$ cat config.mk
export PLATFORM = sky130hd
export DESIGN_NAME = safety_interlock_logic
export DESIGN_NICKNAME = d
export VERILOG_FILES = /design/src/include/safety_interlock_pkg.sv /design/src/design/safety_interlock_logic.sv /design/src/design/two_channel_decoder.sv /design/src/design/output_channel_gate.sv
export VERILOG_INCLUDE_DIRS = /design/src /design/src/include
export SDC_FILE = /design/constraint.sdc
export NUM_CORES = 1
export LEC_CHECK = 0
export ABC_AREA = 1
export BUFFER_PORTS_ARGS = -buffer_cell sky130_fd_sc_hd__buf_2
export CORE_MARGIN = 2
export CORE_UTILIZATION = 56
export CTS_CLUSTER_DIAMETER = 80
export CTS_CLUSTER_SIZE = 14
export DETAILED_ROUTE_END_ITERATION = 10
export PLACE_DENSITY = 0.85
export SLEW_MARGIN = 20
export SYNTH_ARGS = -nofsm -noshare
export SYNTH_HDL_FRONTEND = slang
export SYNTH_SLANG_ARGS = --single-unit
$ cat constraint.sdc
create_clock -name mclk -period 5.46 [get_ports mclk]
set_input_delay 0 -clock mclk [delete_from_list [all_inputs] [get_ports mclk]]
set_output_delay 0 -clock mclk [all_outputs]
set_load 0.05 [all_outputs]
$ cat src/include/safety_interlock_defs.svh
// offsets, bit positions, reset values and channel indices of the interlock
`ifndef SAFETY_INTERLOCK_DEFS_SVH
`define SAFETY_INTERLOCK_DEFS_SVH

// register byte offsets
`define SIL_OFS_CTRL       8'h00
`define SIL_OFS_STDOUT     8'h04
`define SIL_OFS_STATUS     8'h08
`define SIL_OFS_IRQ_STAT   8'h0C
`define SIL_OFS_IRQ_MASK   8'h10

// reset values
`define SIL_CTRL_RST       4'h0
`define SIL_STDOUT_RST     4'h0
`define SIL_IRQ_RST        4'h0
`define SIL_PAIR_STATE_RST 1'b0

// shutdown control bits in the control register
`define SIL_SD_VALVE1      0
`define SIL_SD_VALVE2      1
`define SIL_SD_VALVE3      2
`define SIL_SD_SUPPLY      3

// interrupt event bits
`define SIL_EV_ESTOP       0
`define SIL_EV_ACK         1
`define SIL_EV_DISC        2
`define SIL_EV_DOOR        3

// status register fields
`define SIL_ST_ESTOP_OK    0
`define SIL_ST_DOOR_CLOSED 1
`define SIL_ST_AGREE       2
`define SIL_ST_ACK_KEY     3
`define SIL_ST_LATCHED     4
`define SIL_ST_FAULT       5
`define SIL_ST_AXIS_LO     6
`define SIL_ST_AXIS_HI     7
`define SIL_ST_STOP_C      8
`define SIL_ST_STOP_D      9
`define SIL_ST_PAIR_LO     10
`define SIL_ST_PAIR_HI     13

// safe input unit channel numbers
`define SIL_IN_ESTOP_A     0
`define SIL_IN_ESTOP_B     4
`define SIL_IN_DOOR_A      1
`define SIL_IN_DOOR_B      5
`define SIL_IN_AGREE_A     2
`define SIL_IN_AGREE_B     6
`define SIL_IN_ACK_A       3
`define SIL_IN_ACK_B       7

// output channel numbers
`define SIL_OUT_VALVE1     0
`define SIL_OUT_VALVE2     2
`define SIL_PWR_VALVE3     0
`define SIL_PWR_SUPPLY     2

`endif

$ cat src/include/safety_interlock_pkg.sv
// types shared by the interlock design
package safety_interlock_pkg;

   // axis monitoring selection
   typedef enum logic [1:0] {
      safe_operating_stop    = 2'b00,
      safe_speed_level_one   = 2'b01,
      safe_speed_level_three = 2'b10
   } axis_mode_t;

   // interlock sequencing states
   typedef enum logic [1:0] {
      ST_LATCHED = 2'b00,
      ST_RUN     = 2'b01
   } lock_state_t;

endpackage : safety_interlock_pkg

$ cat src/design/safety_interlock_logic.sv
// safety interlock top: sensor decode, sequencing, outputs, apb slave
//
// Implementation choices: register access over APB and the register addresses.
`timescale 1ns/100ps
`include "safety_interlock_defs.svh"

module safety_interlock_logic #(
   parameter int DISC_CYCLES = 16  // discrepancy tolerance per pair
) (
   // clock and reset
   input  wire logic        mclk,
   input  wire logic        reset_n,
   // safe input unit channels
   input  wire logic [7:0]  safeIn,
   // safe output unit channels
   output logic      [3:0]  safeOut,
   // safe power unit channels
   output logic      [2:0]  powerOut,
   // standard outputs behind the power unit
   output logic      [3:0]  standardOut,
   // axis monitoring selection
   output logic      [1:0]  axisMode,
   output logic             stopTypeC,
   output logic             stopTypeD,
   // interrupt
   output logic             irq,
   // apb slave
   input  wire logic        psel,
   input  wire logic        penable,
   input  wire logic        pwrite,
   input  wire logic [7:0]  paddr,
   input  wire logic [31:0] pwdata,
   output logic      [31:0] prdata,
   output logic             pready,
   output logic             pslverr
);

   // reset synchroniser
   logic rstMeta_q;   // first stage, read only by second
   logic rstN;        // released reset used by the design

   always_ff @(posedge mclk or negedge reset_n) begin
      if (!reset_n) begin
         rstMeta_q <= 1'b0;
         rstN      <= 1'b0;
      end else begin
         rstMeta_q <= 1'b1;
         rstN      <= rstMeta_q;
      end
   end

   // decoded sensor states
   logic       estopOk;      // emergency stop released
   logic       doorClosed;   // protective door closed
   logic       agreeRel;     // agreement channel A high: released
   logic       ackKey;       // acknowledge key pressed
   logic [3:0] pairFault;    // per pair discrepancy
   logic       agreePressed;
   logic       anyFault;

   two_channel_decoder #(.ANTIVALENT(1'b0), .TOL_CYCLES(DISC_CYCLES))
   u_estop (
      .mclk      (mclk),
      .rstN      (rstN),
      .chanA     (safeIn[`SIL_IN_ESTOP_A]),
      .chanB     (safeIn[`SIL_IN_ESTOP_B]),
      .state     (estopOk),
      .pairFault (pairFault[0])
   );

   two_channel_decoder #(.ANTIVALENT(1'b0), .TOL_CYCLES(DISC_CYCLES))
   u_door (
      .mclk      (mclk),
      .rstN      (rstN),
      .chanA     (safeIn[`SIL_IN_DOOR_A]),
      .chanB     (safeIn[`SIL_IN_DOOR_B]),
      .state     (doorClosed),
      .pairFault (pairFault[1])
   );

   two_channel_decoder #(.ANTIVALENT(1'b1), .TOL_CYCLES(DISC_CYCLES))
   u_agree (
      .mclk      (mclk),
      .rstN      (rstN),
      .chanA     (safeIn[`SIL_IN_AGREE_A]),
      .chanB     (safeIn[`SIL_IN_AGREE_B]),
      .state     (agreeRel),
      .pairFault (pairFault[2])
   );

   two_channel_decoder #(.ANTIVALENT(1'b0), .TOL_CYCLES(DISC_CYCLES))
   u_ack (
      .mclk      (mclk),
      .rstN      (rstN),
      .chanA     (safeIn[`SIL_IN_ACK_A]),
      .chanB     (safeIn[`SIL_IN_ACK_B]),
      .state     (ackKey),
      .pairFault (pairFault[3])
   );

   assign agreePressed = ~agreeRel;
   assign anyFault     = |pairFault;

   // sequencing state
   safety_interlock_pkg::lock_state_t state_q, state_d;
   safety_interlock_pkg::axis_mode_t  mode;
   logic ackPrev_q, ackPrev_d;   // ack key one cycle ago
   logic stopC_q, stopC_d;       // stop type C requested
   logic stopD_q, stopD_d;       // stop type D requested
   logic fault_q, fault_d;       // sticky discrepancy fault
   logic ackEdge;                // fresh ack key press
   logic ackTaken;               // latched state acknowledged
   logic estopTrip;              // run left by emergency stop
   logic doorPrev_q, doorPrev_d; // door state one cycle ago

   assign ackEdge  = ackKey & ~ackPrev_q;
   assign ackTaken = (state_q == safety_interlock_pkg::ST_LATCHED) &
                     ackEdge & estopOk & ~anyFault;
   assign estopTrip = (state_q == safety_interlock_pkg::ST_RUN) & ~estopOk;

   // next sequencing values
   always_comb begin
      state_d    = state_q;
      stopC_d    = stopC_q;
      stopD_d    = stopD_q;
      fault_d    = fault_q | anyFault;
      ackPrev_d  = ackKey;
      doorPrev_d = doorClosed;
      unique case (state_q)
         safety_interlock_pkg::ST_LATCHED: begin
            // ack key acts only here
            if (ackTaken) begin
               state_d = safety_interlock_pkg::ST_RUN;
               stopC_d = 1'b0;
               stopD_d = 1'b0;
               fault_d = 1'b0;
            end
         end
         safety_interlock_pkg::ST_RUN: begin
            if (anyFault) begin
               state_d = safety_interlock_pkg::ST_LATCHED;
            end else if (!estopOk) begin
               // stop type chosen from door at the trip
               state_d = safety_interlock_pkg::ST_LATCHED;
               stopC_d = ~doorClosed;
               stopD_d = doorClosed;
            end
         end
         default: begin
            // illegal code falls back to the safe latched state
            state_d = safety_interlock_pkg::ST_LATCHED;
         end
      endcase
   end

   // sequencing registers, reset into latched state
   always_ff @(posedge mclk or negedge rstN) begin
      if (!rstN) begin
         state_q    <= safety_interlock_pkg::ST_LATCHED;
         ackPrev_q  <= 1'b0;
         stopC_q    <= 1'b0;
         stopD_q    <= 1'b0;
         fault_q    <= 1'b0;
         doorPrev_q <= 1'b0;
      end else begin
         state_q    <= state_d;
         ackPrev_q  <= ackPrev_d;
         stopC_q    <= stopC_d;
         stopD_q    <= stopD_d;
         fault_q    <= fault_d;
         doorPrev_q <= doorPrev_d;
      end
   end

   // application cases: requested outputs and axis mode
   logic reqV1, reqV2, reqV3, reqSupply;
   logic running;

   assign running = (state_q == safety_interlock_pkg::ST_RUN) & estopOk &
                    ~anyFault;

   always_comb begin
      reqV1     = 1'b0;
      reqV2     = 1'b0;
      reqV3     = 1'b0;
      reqSupply = 1'b0;
      mode      = safety_interlock_pkg::safe_operating_stop;
      if (running) begin
         if (doorClosed) begin
            mode      = safety_interlock_pkg::safe_speed_level_three;
            reqV1     = 1'b1;
            reqV2     = 1'b1;
            reqV3     = 1'b1;
            reqSupply = 1'b1;
         end else if (agreePressed) begin
            mode  = safety_interlock_pkg::safe_speed_level_one;
            reqV1 = 1'b1;
            reqV3 = 1'b1;
         end else begin
            mode = safety_interlock_pkg::safe_operating_stop;
         end
      end
   end

   // registered axis selection
   safety_interlock_pkg::axis_mode_t mode_q;

   always_ff @(posedge mclk or negedge rstN) begin
      if (!rstN) begin
         mode_q <= safety_interlock_pkg::safe_operating_stop;
      end else begin
         mode_q <= mode;
      end
   end

   assign axisMode  = mode_q;
   assign stopTypeC = stopC_q;
   assign stopTypeD = stopD_q;

   // software registers
   logic [3:0] ctrl_q, ctrl_d;       // per channel shutdown
   logic [3:0] stdOut_q, stdOut_d;   // standard output requests
   logic [3:0] irqStat_q, irqStat_d; // sticky events
   logic [3:0] irqMask_q, irqMask_d; // event enables
   logic [31:0] prdata_q, prdata_d;
   logic       wrEn;
   logic       mapped;
   logic [3:0] events;
   logic [31:0] statusWord;

   // output channels, each with its own shutdown
   logic v1Out, v2Out, v3Out, supplyOut;

   output_channel_gate u_valve1 (
      .mclk     (mclk),
      .rstN     (rstN),
      .request  (reqV1),
      .shutdown (ctrl_q[`SIL_SD_VALVE1]),
      .forceOff (fault_q),
      .chanOut  (v1Out)
   );

   output_channel_gate u_valve2 (
      .mclk     (mclk),
      .rstN     (rstN),
      .request  (reqV2),
      .shutdown (ctrl_q[`SIL_SD_VALVE2]),
      .forceOff (fault_q),
      .chanOut  (v2Out)
   );

   output_channel_gate u_valve3 (
      .mclk     (mclk),
      .rstN     (rstN),
      .request  (reqV3),
      .shutdown (ctrl_q[`SIL_SD_VALVE3]),
      .forceOff (fault_q),
      .chanOut  (v3Out)
   );

   output_channel_gate u_supply (
      .mclk     (mclk),
      .rstN     (rstN),
      .request  (reqSupply),
      .shutdown (ctrl_q[`SIL_SD_SUPPLY]),
      .forceOff (fault_q),
      .chanOut  (supplyOut)
   );

   // channel placement, unused channels held low
   always_comb begin
      safeOut                   = 4'h0;
      powerOut                  = 3'h0;
      safeOut[`SIL_OUT_VALVE1]  = v1Out;
      safeOut[`SIL_OUT_VALVE2]  = v2Out;
      powerOut[`SIL_PWR_VALVE3] = v3Out;
      powerOut[`SIL_PWR_SUPPLY] = supplyOut;
   end

   // standard outputs only live while the supply is switched in
   logic [3:0] stdDrive_q;

   always_ff @(posedge mclk or negedge rstN) begin
      if (!rstN) begin
         stdDrive_q <= 4'h0;
      end else begin
         stdDrive_q <= stdOut_q & {4{supplyOut}};
      end
   end

   assign standardOut = stdDrive_q;

   // events for the interrupt status
   always_comb begin
      events               = 4'h0;
      events[`SIL_EV_ESTOP] = estopTrip;
      events[`SIL_EV_ACK]   = ackTaken;
      events[`SIL_EV_DISC]  = anyFault & ~fault_q;
      events[`SIL_EV_DOOR]  = doorPrev_q & ~doorClosed;
   end

   // status word
   always_comb begin
      statusWord = 32'h0000_0000;
      statusWord[`SIL_ST_ESTOP_OK]    = estopOk;
      statusWord[`SIL_ST_DOOR_CLOSED] = doorClosed;
      statusWord[`SIL_ST_AGREE]       = agreePressed;
      statusWord[`SIL_ST_ACK_KEY]     = ackKey;
      statusWord[`SIL_ST_LATCHED]     =
         (state_q == safety_interlock_pkg::ST_LATCHED);
      statusWord[`SIL_ST_FAULT]       = fault_q;
      statusWord[`SIL_ST_AXIS_HI:`SIL_ST_AXIS_LO] = mode_q;
      statusWord[`SIL_ST_STOP_C]      = stopC_q;
      statusWord[`SIL_ST_STOP_D]      = stopD_q;
      statusWord[`SIL_ST_PAIR_HI:`SIL_ST_PAIR_LO] = pairFault;
   end

   // apb decode, zero wait states
   assign wrEn   = psel & penable & pwrite;
   assign mapped = (paddr == `SIL_OFS_CTRL)     |
                   (paddr == `SIL_OFS_STDOUT)   |
                   (paddr == `SIL_OFS_STATUS)   |
                   (paddr == `SIL_OFS_IRQ_STAT) |
                   (paddr == `SIL_OFS_IRQ_MASK);
   assign pready  = 1'b1;
   assign pslverr = psel & penable & ~mapped;

   // next register values
   always_comb begin
      ctrl_d    = ctrl_q;
      stdOut_d  = stdOut_q;
      irqMask_d = irqMask_q;
      irqStat_d = irqStat_q;
      prdata_d  = prdata_q;
      if (wrEn) begin
         unique case (paddr)
            `SIL_OFS_CTRL:     ctrl_d    = pwdata[3:0];
            `SIL_OFS_STDOUT:   stdOut_d  = pwdata[3:0];
            `SIL_OFS_IRQ_STAT: irqStat_d = irqStat_q & ~pwdata[3:0];
            `SIL_OFS_IRQ_MASK: irqMask_d = pwdata[3:0];
            default: begin
               // read only or unmapped: nothing stored
            end
         endcase
      end
      // set wins over a clear in the same cycle
      irqStat_d = irqStat_d | events;
      // read data captured in the setup cycle
      if (psel & ~penable) begin
         unique case (paddr)
            `SIL_OFS_CTRL:     prdata_d = {28'h0, ctrl_q};
            `SIL_OFS_STDOUT:   prdata_d = {28'h0, stdOut_q};
            `SIL_OFS_STATUS:   prdata_d = statusWord;
            `SIL_OFS_IRQ_STAT: prdata_d = {28'h0, irqStat_q};
            `SIL_OFS_IRQ_MASK: prdata_d = {28'h0, irqMask_q};
            default:           prdata_d = 32'h0000_0000;
         endcase
      end
   end

   // register file
   always_ff @(posedge mclk or negedge rstN) begin
      if (!rstN) begin
         ctrl_q    <= `SIL_CTRL_RST;
         stdOut_q  <= `SIL_STDOUT_RST;
         irqStat_q <= `SIL_IRQ_RST;
         irqMask_q <= `SIL_IRQ_RST;
         prdata_q  <= 32'h0000_0000;
      end else begin
         ctrl_q    <= ctrl_d;
         stdOut_q  <= stdOut_d;
         irqStat_q <= irqStat_d;
         irqMask_q <= irqMask_d;
         prdata_q  <= prdata_d;
      end
   end

   assign prdata = prdata_q;
   assign irq    = |(irqStat_q & irqMask_q);

endmodule : safety_interlock_logic

$ cat src/design/two_channel_decoder.sv
// decoder for one two-channel sensor pair with discrepancy timeout
`timescale 1ns/100ps
`include "safety_interlock_defs.svh"

module two_channel_decoder #(
   parameter bit ANTIVALENT = 1'b0, // channels must differ when set
   parameter int TOL_CYCLES = 16    // cycles an invalid pair is tolerated
) (
   // clock and reset
   input  wire logic mclk,
   input  wire logic rstN,
   // sensor channels
   input  wire logic chanA,
   input  wire logic chanB,
   // decoded result
   output logic      state,
   output logic      pairFault
);

   localparam int CW = $clog2(TOL_CYCLES + 1);
   localparam logic [CW-1:0] TOL = CW'(TOL_CYCLES);

   logic          pairValid;      // channels show a legal combination
   logic [CW-1:0] cnt_q, cnt_d;   // cycles spent invalid
   logic          state_q, state_d;
   logic          fault_q, fault_d;

   assign pairValid = ANTIVALENT ? (chanA != chanB) : (chanA == chanB);

   // next values: hold last good state, count invalid time
   always_comb begin
      cnt_d   = cnt_q;
      state_d = state_q;
      fault_d = fault_q;
      if (pairValid) begin
         cnt_d   = '0;
         state_d = chanA;
         fault_d = 1'b0;
      end else if (cnt_q != TOL) begin
         cnt_d = cnt_q + CW'(1);
      end else begin
         fault_d = 1'b1;
      end
   end

   // registers
   always_ff @(posedge mclk or negedge rstN) begin
      if (!rstN) begin
         cnt_q   <= '0;
         state_q <= `SIL_PAIR_STATE_RST;
         fault_q <= 1'b0;
      end else begin
         cnt_q   <= cnt_d;
         state_q <= state_d;
         fault_q <= fault_d;
      end
   end

   assign state     = state_q;
   assign pairFault = fault_q;

endmodule : two_channel_decoder

$ cat src/design/output_channel_gate.sv
// one safe output channel with its own shutdown control
`timescale 1ns/100ps

module output_channel_gate (
   // clock and reset
   input  wire logic mclk,
   input  wire logic rstN,
   // control
   input  wire logic request,
   input  wire logic shutdown,
   input  wire logic forceOff,
   // channel drive
   output logic      chanOut
);

   logic out_q, out_d; // registered drive, low is safe

   // next value: any off term wins
   always_comb begin
      out_d = request & ~shutdown & ~forceOff;
   end

   // register
   always_ff @(posedge mclk or negedge rstN) begin
      if (!rstN) begin
         out_q <= 1'b0;
      end else begin
         out_q <= out_d;
      end
   end

   assign chanOut = out_q;

endmodule : output_channel_gate

# [Word-level counts from Yosys, hierarchy flattened]
# Cells that the tools add are included.
[op_classes] add_sub_neg=4 eq_ne=21 n_mux=40 n_bitwise=43 n_reduce_logical=14
[ops] operator="14-bit case mux with 5 select lines" count=1
[ops] operator="5-bit 2-to-1 mux" count=8
[ops] operator="1-bit AND" count=21
[ops] operator="1-bit 2-to-1 mux" count=21
[ops] operator="5-bit by 1-bit adder with 5-bit output (second input constant)" count=4
[ops] operator="5-bit inequality test (second input constant)" count=4
[ops] operator="8-bit by 4-bit == test with 1-bit output (second input constant)" count=2
[ops] operator="4-bit AND" count=3
[ops] operator="1-bit inverter" count=12
[ops] operator="2-bit 2-to-1 mux" count=5
[ops] operator="2-bit nonzero test" count=5
[ops] operator="8-bit by 3-bit == test with 1-bit output (second input constant)" count=1
[ops] operator="8-bit by 5-bit == test with 1-bit output (second input constant)" count=1
[ops] operator="8-bit logical NOT" count=1
[ops] operator="4-bit 2-to-1 mux" count=2
[ops] operator="2-bit by 1-bit inequality test with 1-bit output (second input constant)" count=4
[ops] operator="2-bit AND reduction" count=4
[ops] operator="4-bit OR reduction" count=2
[ops] operator="2-bit inequality test (second input constant)" count=3
[ops] operator="1-bit bitwise OR" count=5
[ops] operator="4-bit inverter" count=1
[ops] operator="4-bit bitwise OR" count=1
[ops] operator="1-bit case mux with 2 select lines" count=2
[ops] operator="2-bit case mux with 2 select lines" count=1
[ops] operator="6 further kinds" count=8
[word_totals] ff_bits=95 output_inout_bits=50 wordCells=153

# [Depth between registers and ports, before layout]
[logic_depth] word_depth=7 ltp_mapped=8

# [Modules after synthesis]
# Synthesis repeated with hierarchy kept, for this count alone.
[unflattened] hier_cells=479 area_unflattened_um2=3885.0
[by_module_without_submodules] mod="safety_interlock_logic" n_inst=1 cells_each=269 area_per_inst_um2=2243.4 seq_area_each_um2=1101.1
[by_module_without_submodules] mod="two_channel_decoder (u_ack ...)" n_inst=2 cells_each=49 area_per_inst_um2=374.1 seq_area_each_um2=175.2
[by_module_without_submodules] mod="two_channel_decoder (u_agree ...)" n_inst=2 cells_each=48 area_per_inst_um2=369.1 seq_area_each_um2=175.2
[by_module_without_submodules] mod="output_channel_gate" n_inst=4 cells_each=4 area_per_inst_um2=38.8 seq_area_each_um2=25.0

# [Worst setup path after synthesis]
# Ideal clock, no wire load.
[synth_timing] path_kind="reg-to-output" from="register irqStat_q[1]" to="output port irq" arrival_ns=1.463 required_ns=5.460 slack_ns=3.997 path_stages_with_launch=3 path_cell_list="dfrtp_1 > inv_1 > o21ai_0"
[synth_via] elab_chain_len=2
[synth_lines] item="start: declaration" line="safety_interlock_logic.sv:223" source="logic [3:0] irqStat_q, irqStat_d;"
[synth_lines] item="start signal: assignment" line="safety_interlock_logic.sv:366" source="irqStat_q <= `SIL_IRQ_RST;"
[synth_lines] item="start signal: assignment" line="safety_interlock_logic.sv:372" source="irqStat_q <= irqStat_d;"
[synth_lines] item="4-bit AND" line="safety_interlock_logic.sv:379" source="assign irq = |(irqStat_q & irqMask_q);"
[synth_lines] item="4-bit OR reduction" line="safety_interlock_logic.sv:379"
[synth_lines] item="end: declaration" line="safety_interlock_logic.sv:26" source="output logic irq,"
# Every way passes these cells.

# [Worst setup path after layout]
[layout_timing] from="input port safeIn[4]" to="register u_estop.state_q (netlist: u_estop.state)"
[layout_via] elab_chain_len=1
[layout_lines] item="start: declaration" line="safety_interlock_logic.sv:14" source="input wire logic [7:0] safeIn,"
[layout_lines] item="1-bit == test" line="two_channel_decoder.sv:28" source="assign pairValid = ANTIVALENT ? (chanA != chanB) : (chanA == chanB);"
[layout_lines] item="end signal: assignment" line="two_channel_decoder.sv:50" source="state_q <= `SIL_PAIR_STATE_RST;"
[layout_lines] item="end signal: assignment" line="two_channel_decoder.sv:54" source="state_q <= state_d;"
[layout_lines] item="end: declaration" line="two_channel_decoder.sv:25" source="logic state_q, state_d;"
# Every way passes these cells.
# A chain may end at the register's enable or synchronous reset.

==> reports/metrics.cfg <==
[routing]
vias = 2966
firstDrtPassIters = 4
routed_wl_um = 7146
post_drt_via_cell_ratio = 5.149
wl_per_cell_um = 12.41
drt_iter0_drc = 247
ant_nets = 0
drc = 0

[floorplan]
die_w_um = 84.83
die_y_um = 84.83
rows = 29
initial_core_util_pct = 57.62
core_area_mm2 = 0.006350
dieArea_mm2 = 0.007195
ios = 103

[power]
clockPowerShare_pct = 31.0
p_leak_nw = 2.261
p_int_mw = 0.8724
peakVddDrop_mv = 0.2192
power_frac_seq_pct = 50.1
pwr-share-comb_pct = 18.9
cellPowerDensity_mw_per_mm2 = 303.5
switching_share_pct = 32.26
p_sw_mw = 0.4155

[cts]
cts_tree = done
h-tree-depth = 3
clock_latency_ns = 0.35
cts_buffer_depth = 2
cts_inserted_buffers = 9
clockRootBuffer = clkbuf_8
clkTransAtPathRegs_ns = 0.08
cts_setup_buffers = 0
cts.sinks = 76
cts_resized = 0

[place]
place_inst = 543
place_congestion = 0.9150
dpl.hpwl_um = 5184
port_buffers = 52

[global_route]
grt_max_degree = 75
grt_util_all_layers_pct = 21.49
grt_pass1_vias = 2804
antenna_found_initial = 0
grt_pass1_wl_um = 12370
grt_overflow = 0

[critical_path]
end_kind = flop
rr_worst_depth = 3
crit_path_frequent_cell = dlygate4sd3_1
worst_setup_path_start_kind = primary input
worstPathRequired_ns = 5.69
slowest_stage = dlygate4sd3_1
reg2reg_from = u_door.state$_DFFE_PN0P_
crit_start = safeIn[4]
worstPathArrival_ns = 1.88
slowest_delay_ns = 0.55
crit_family = buffers and inverters
crit_type = primary input to flop
cp_cell_sequence = dlygate4sd3_1, buf_2, nand2_1, dlygate4sd3_1, a21oi_1, dlygate4sd3_1
crit_buf_inv = 4
cp_num_cells = 6
cp_max_fo = 2
cp-endpoint = u_estop.state$_DFFE_PN0P_
r2r_slack_ns = 4.07
timing.rr.end = u_door.state$_DFFE_PN0P_

[synth]
async_reset_ff_share_pct = 100.0
avgSynthCellArea_um2 = 8.690
yosys-top-cells-area = dfrtp_1 52%, nand2_1 7.2%, inv_1 6.2%
ys_seq_elements = 76
synthTopCellsByCount = 76 x dfrtp_1, 70 x nand2_1, 60 x inv_1
yosysWarningCount = 0
yosysUniqueCellTypes = 30
syn-cell-area_mm2 = 0.003659
synth_top_area_share_pct = 51.98
synth-seq-area-share_pct = 51.98
synth_enable_flop_cells = 0
syn_inst = 421
synth-main-ff-cell = dfrtp_1
synth_most_common_cell = dfrtp_1
synth_top_area_cell = dfrtp_1

[sta]
hold_ws_ns = 0.05572
setup_tns_ns = 0
fmax_ghz = 0.6064
slew_violations = 0
skew_ns = 0.009968
hold_viol = 0
finalSetupViolCount = 0
max_slew_margin_pct = 40.03
tightest_slew_ns = 0.8995
period_minus_slack_ns = 1.649
grt_setup_unrepaired = false
period_share_pct = 30.20

[run_status]
outcome = finished, final reports clean

[final_layout]
fin_cells = 576
finalNetCount = 555
drive_gt1_share_pct = 16.63
syn_to_final_growth_pct = 15.97
diodes = 0

[run]
drv_cap = 0

[hold_path]
min-delay-path-class = primary input to flop
hold_path_depth = 6

## worst reg2reg max path: cells and delay by family, from the launching register on
family                 cells  cell delay (ns)
buffers and inverters      2             0.73
AOI/OAI and AO/OA          1             0.10
DFF                        1             0.44
## cells in the final DEF, fill, tap and decap left out, drive strengths merged, types with 8 or more instances in the layout
cell,count
nand3,41
nand2,73
conb,23
buf,54
dfrtp,76
o21ai,33
nor2,51
ha,8
inv,63
dlygate4sd3,17
clkbuf,12
a21oi,16
## registers in the layout, indices dropped and copies added, names as in the netlist, 2 cells and up
register,cells
irqMask_q,4
u_ack.cnt_q,5
u_door.cnt_q,5
axisMode,2
ctrl_q,4
u_estop.cnt_q,5
irqStat_q,4
prdata,14
standardOut,4
stdOut_q,4
u_agree.cnt_q,5
## what timing repair did
item	in CTS	in global routing
endpoints found under the setup margin	0	0
hold buffers	17	0
endpoints found under the hold margin	18	0
## worst min path at each step
stage,endpoint,startpoint,slack (ns)
CTS,u_ack.cnt_q[3]$_DFFE_PN0P_,safeIn[3],0.05
global route,u_door.cnt_q[3]$_DFFE_PN0P_,safeIn[5],0.1
detailed placement,rstMeta_q$_DFF_PN0_,reset_n,-0.21
floorplan,rstMeta_q$_DFF_PN0_,reset_n,-0.30
finish,u_ack.cnt_q[3]$_DFFE_PN0P_,safeIn[3],0.06
global placement,rstMeta_q$_DFF_PN0_,reset_n,-0.21
## cell families (layout without fill, tap and decap cells)
family	Yosys count	after routing	synth area share (%)
other	2	23	0.2053
AND/OR/NAND/NOR	177	177	22.02
adder cells (fa/ha/maj)	8	8	2.736
AO/OA/AOI/OAI	59	59	8.789
flip-flops	76	76	51.98
buffers and inverters	92	149	12.59
XOR/XNOR	7	7	1.676
## metrics by stage
stage	instance area, um2	total power [mW]	setup WS, ns	utilization [%]
after floorplan	3737	0.8394	3.187	-
after global placement	3885	0.8744	4.163	61.18
after detailed placement	3885	0.8854	4.137	61.18
after CTS	4243	1.292	3.813	66.82
after global routing	4243	1.354	3.748	66.82
final	4243	1.288	3.811	66.82
## area by class of cell
| cell class | count | area, um2 |
|---|---|---|
| clock buffer | 12 | 155.1 |
| tap | 77 | 96.34 |
| fill | 477 | 2107 |
| clock inverter | 4 | 32.53 |
| multi-input combinational | 274 | 1375 |
| timing repair buffer | 71 | 445.4 |
| sequential | 76 | 1903 |
| inverter | 62 | 235.2 |
## power by group through the flow
stage | Combinational, mW | Sequential (mW) | Clock (mW)
4_1_cts | 0.242 | 0.645 | 0.405
2_1_floorplan | 0.151 | 0.689 | 0
3_5_place_dp | 0.230 | 0.656 | 0
6_report | 0.244 | 0.645 | 0.399
5_1_grt | 0.272 | 0.651 | 0.430
3_3_place_gp | 0.220 | 0.654 | 0
## layer usage
metal  routed length (um)  vias up  track usage, %
met4                  188        0           9.235
li1                     -     1442               -
met3                  408       22           4.377
met2                 3485      119           35.00
met1                 3064     1383           28.21
met5                    0        -               0
(Power assumes the default switching activity.)
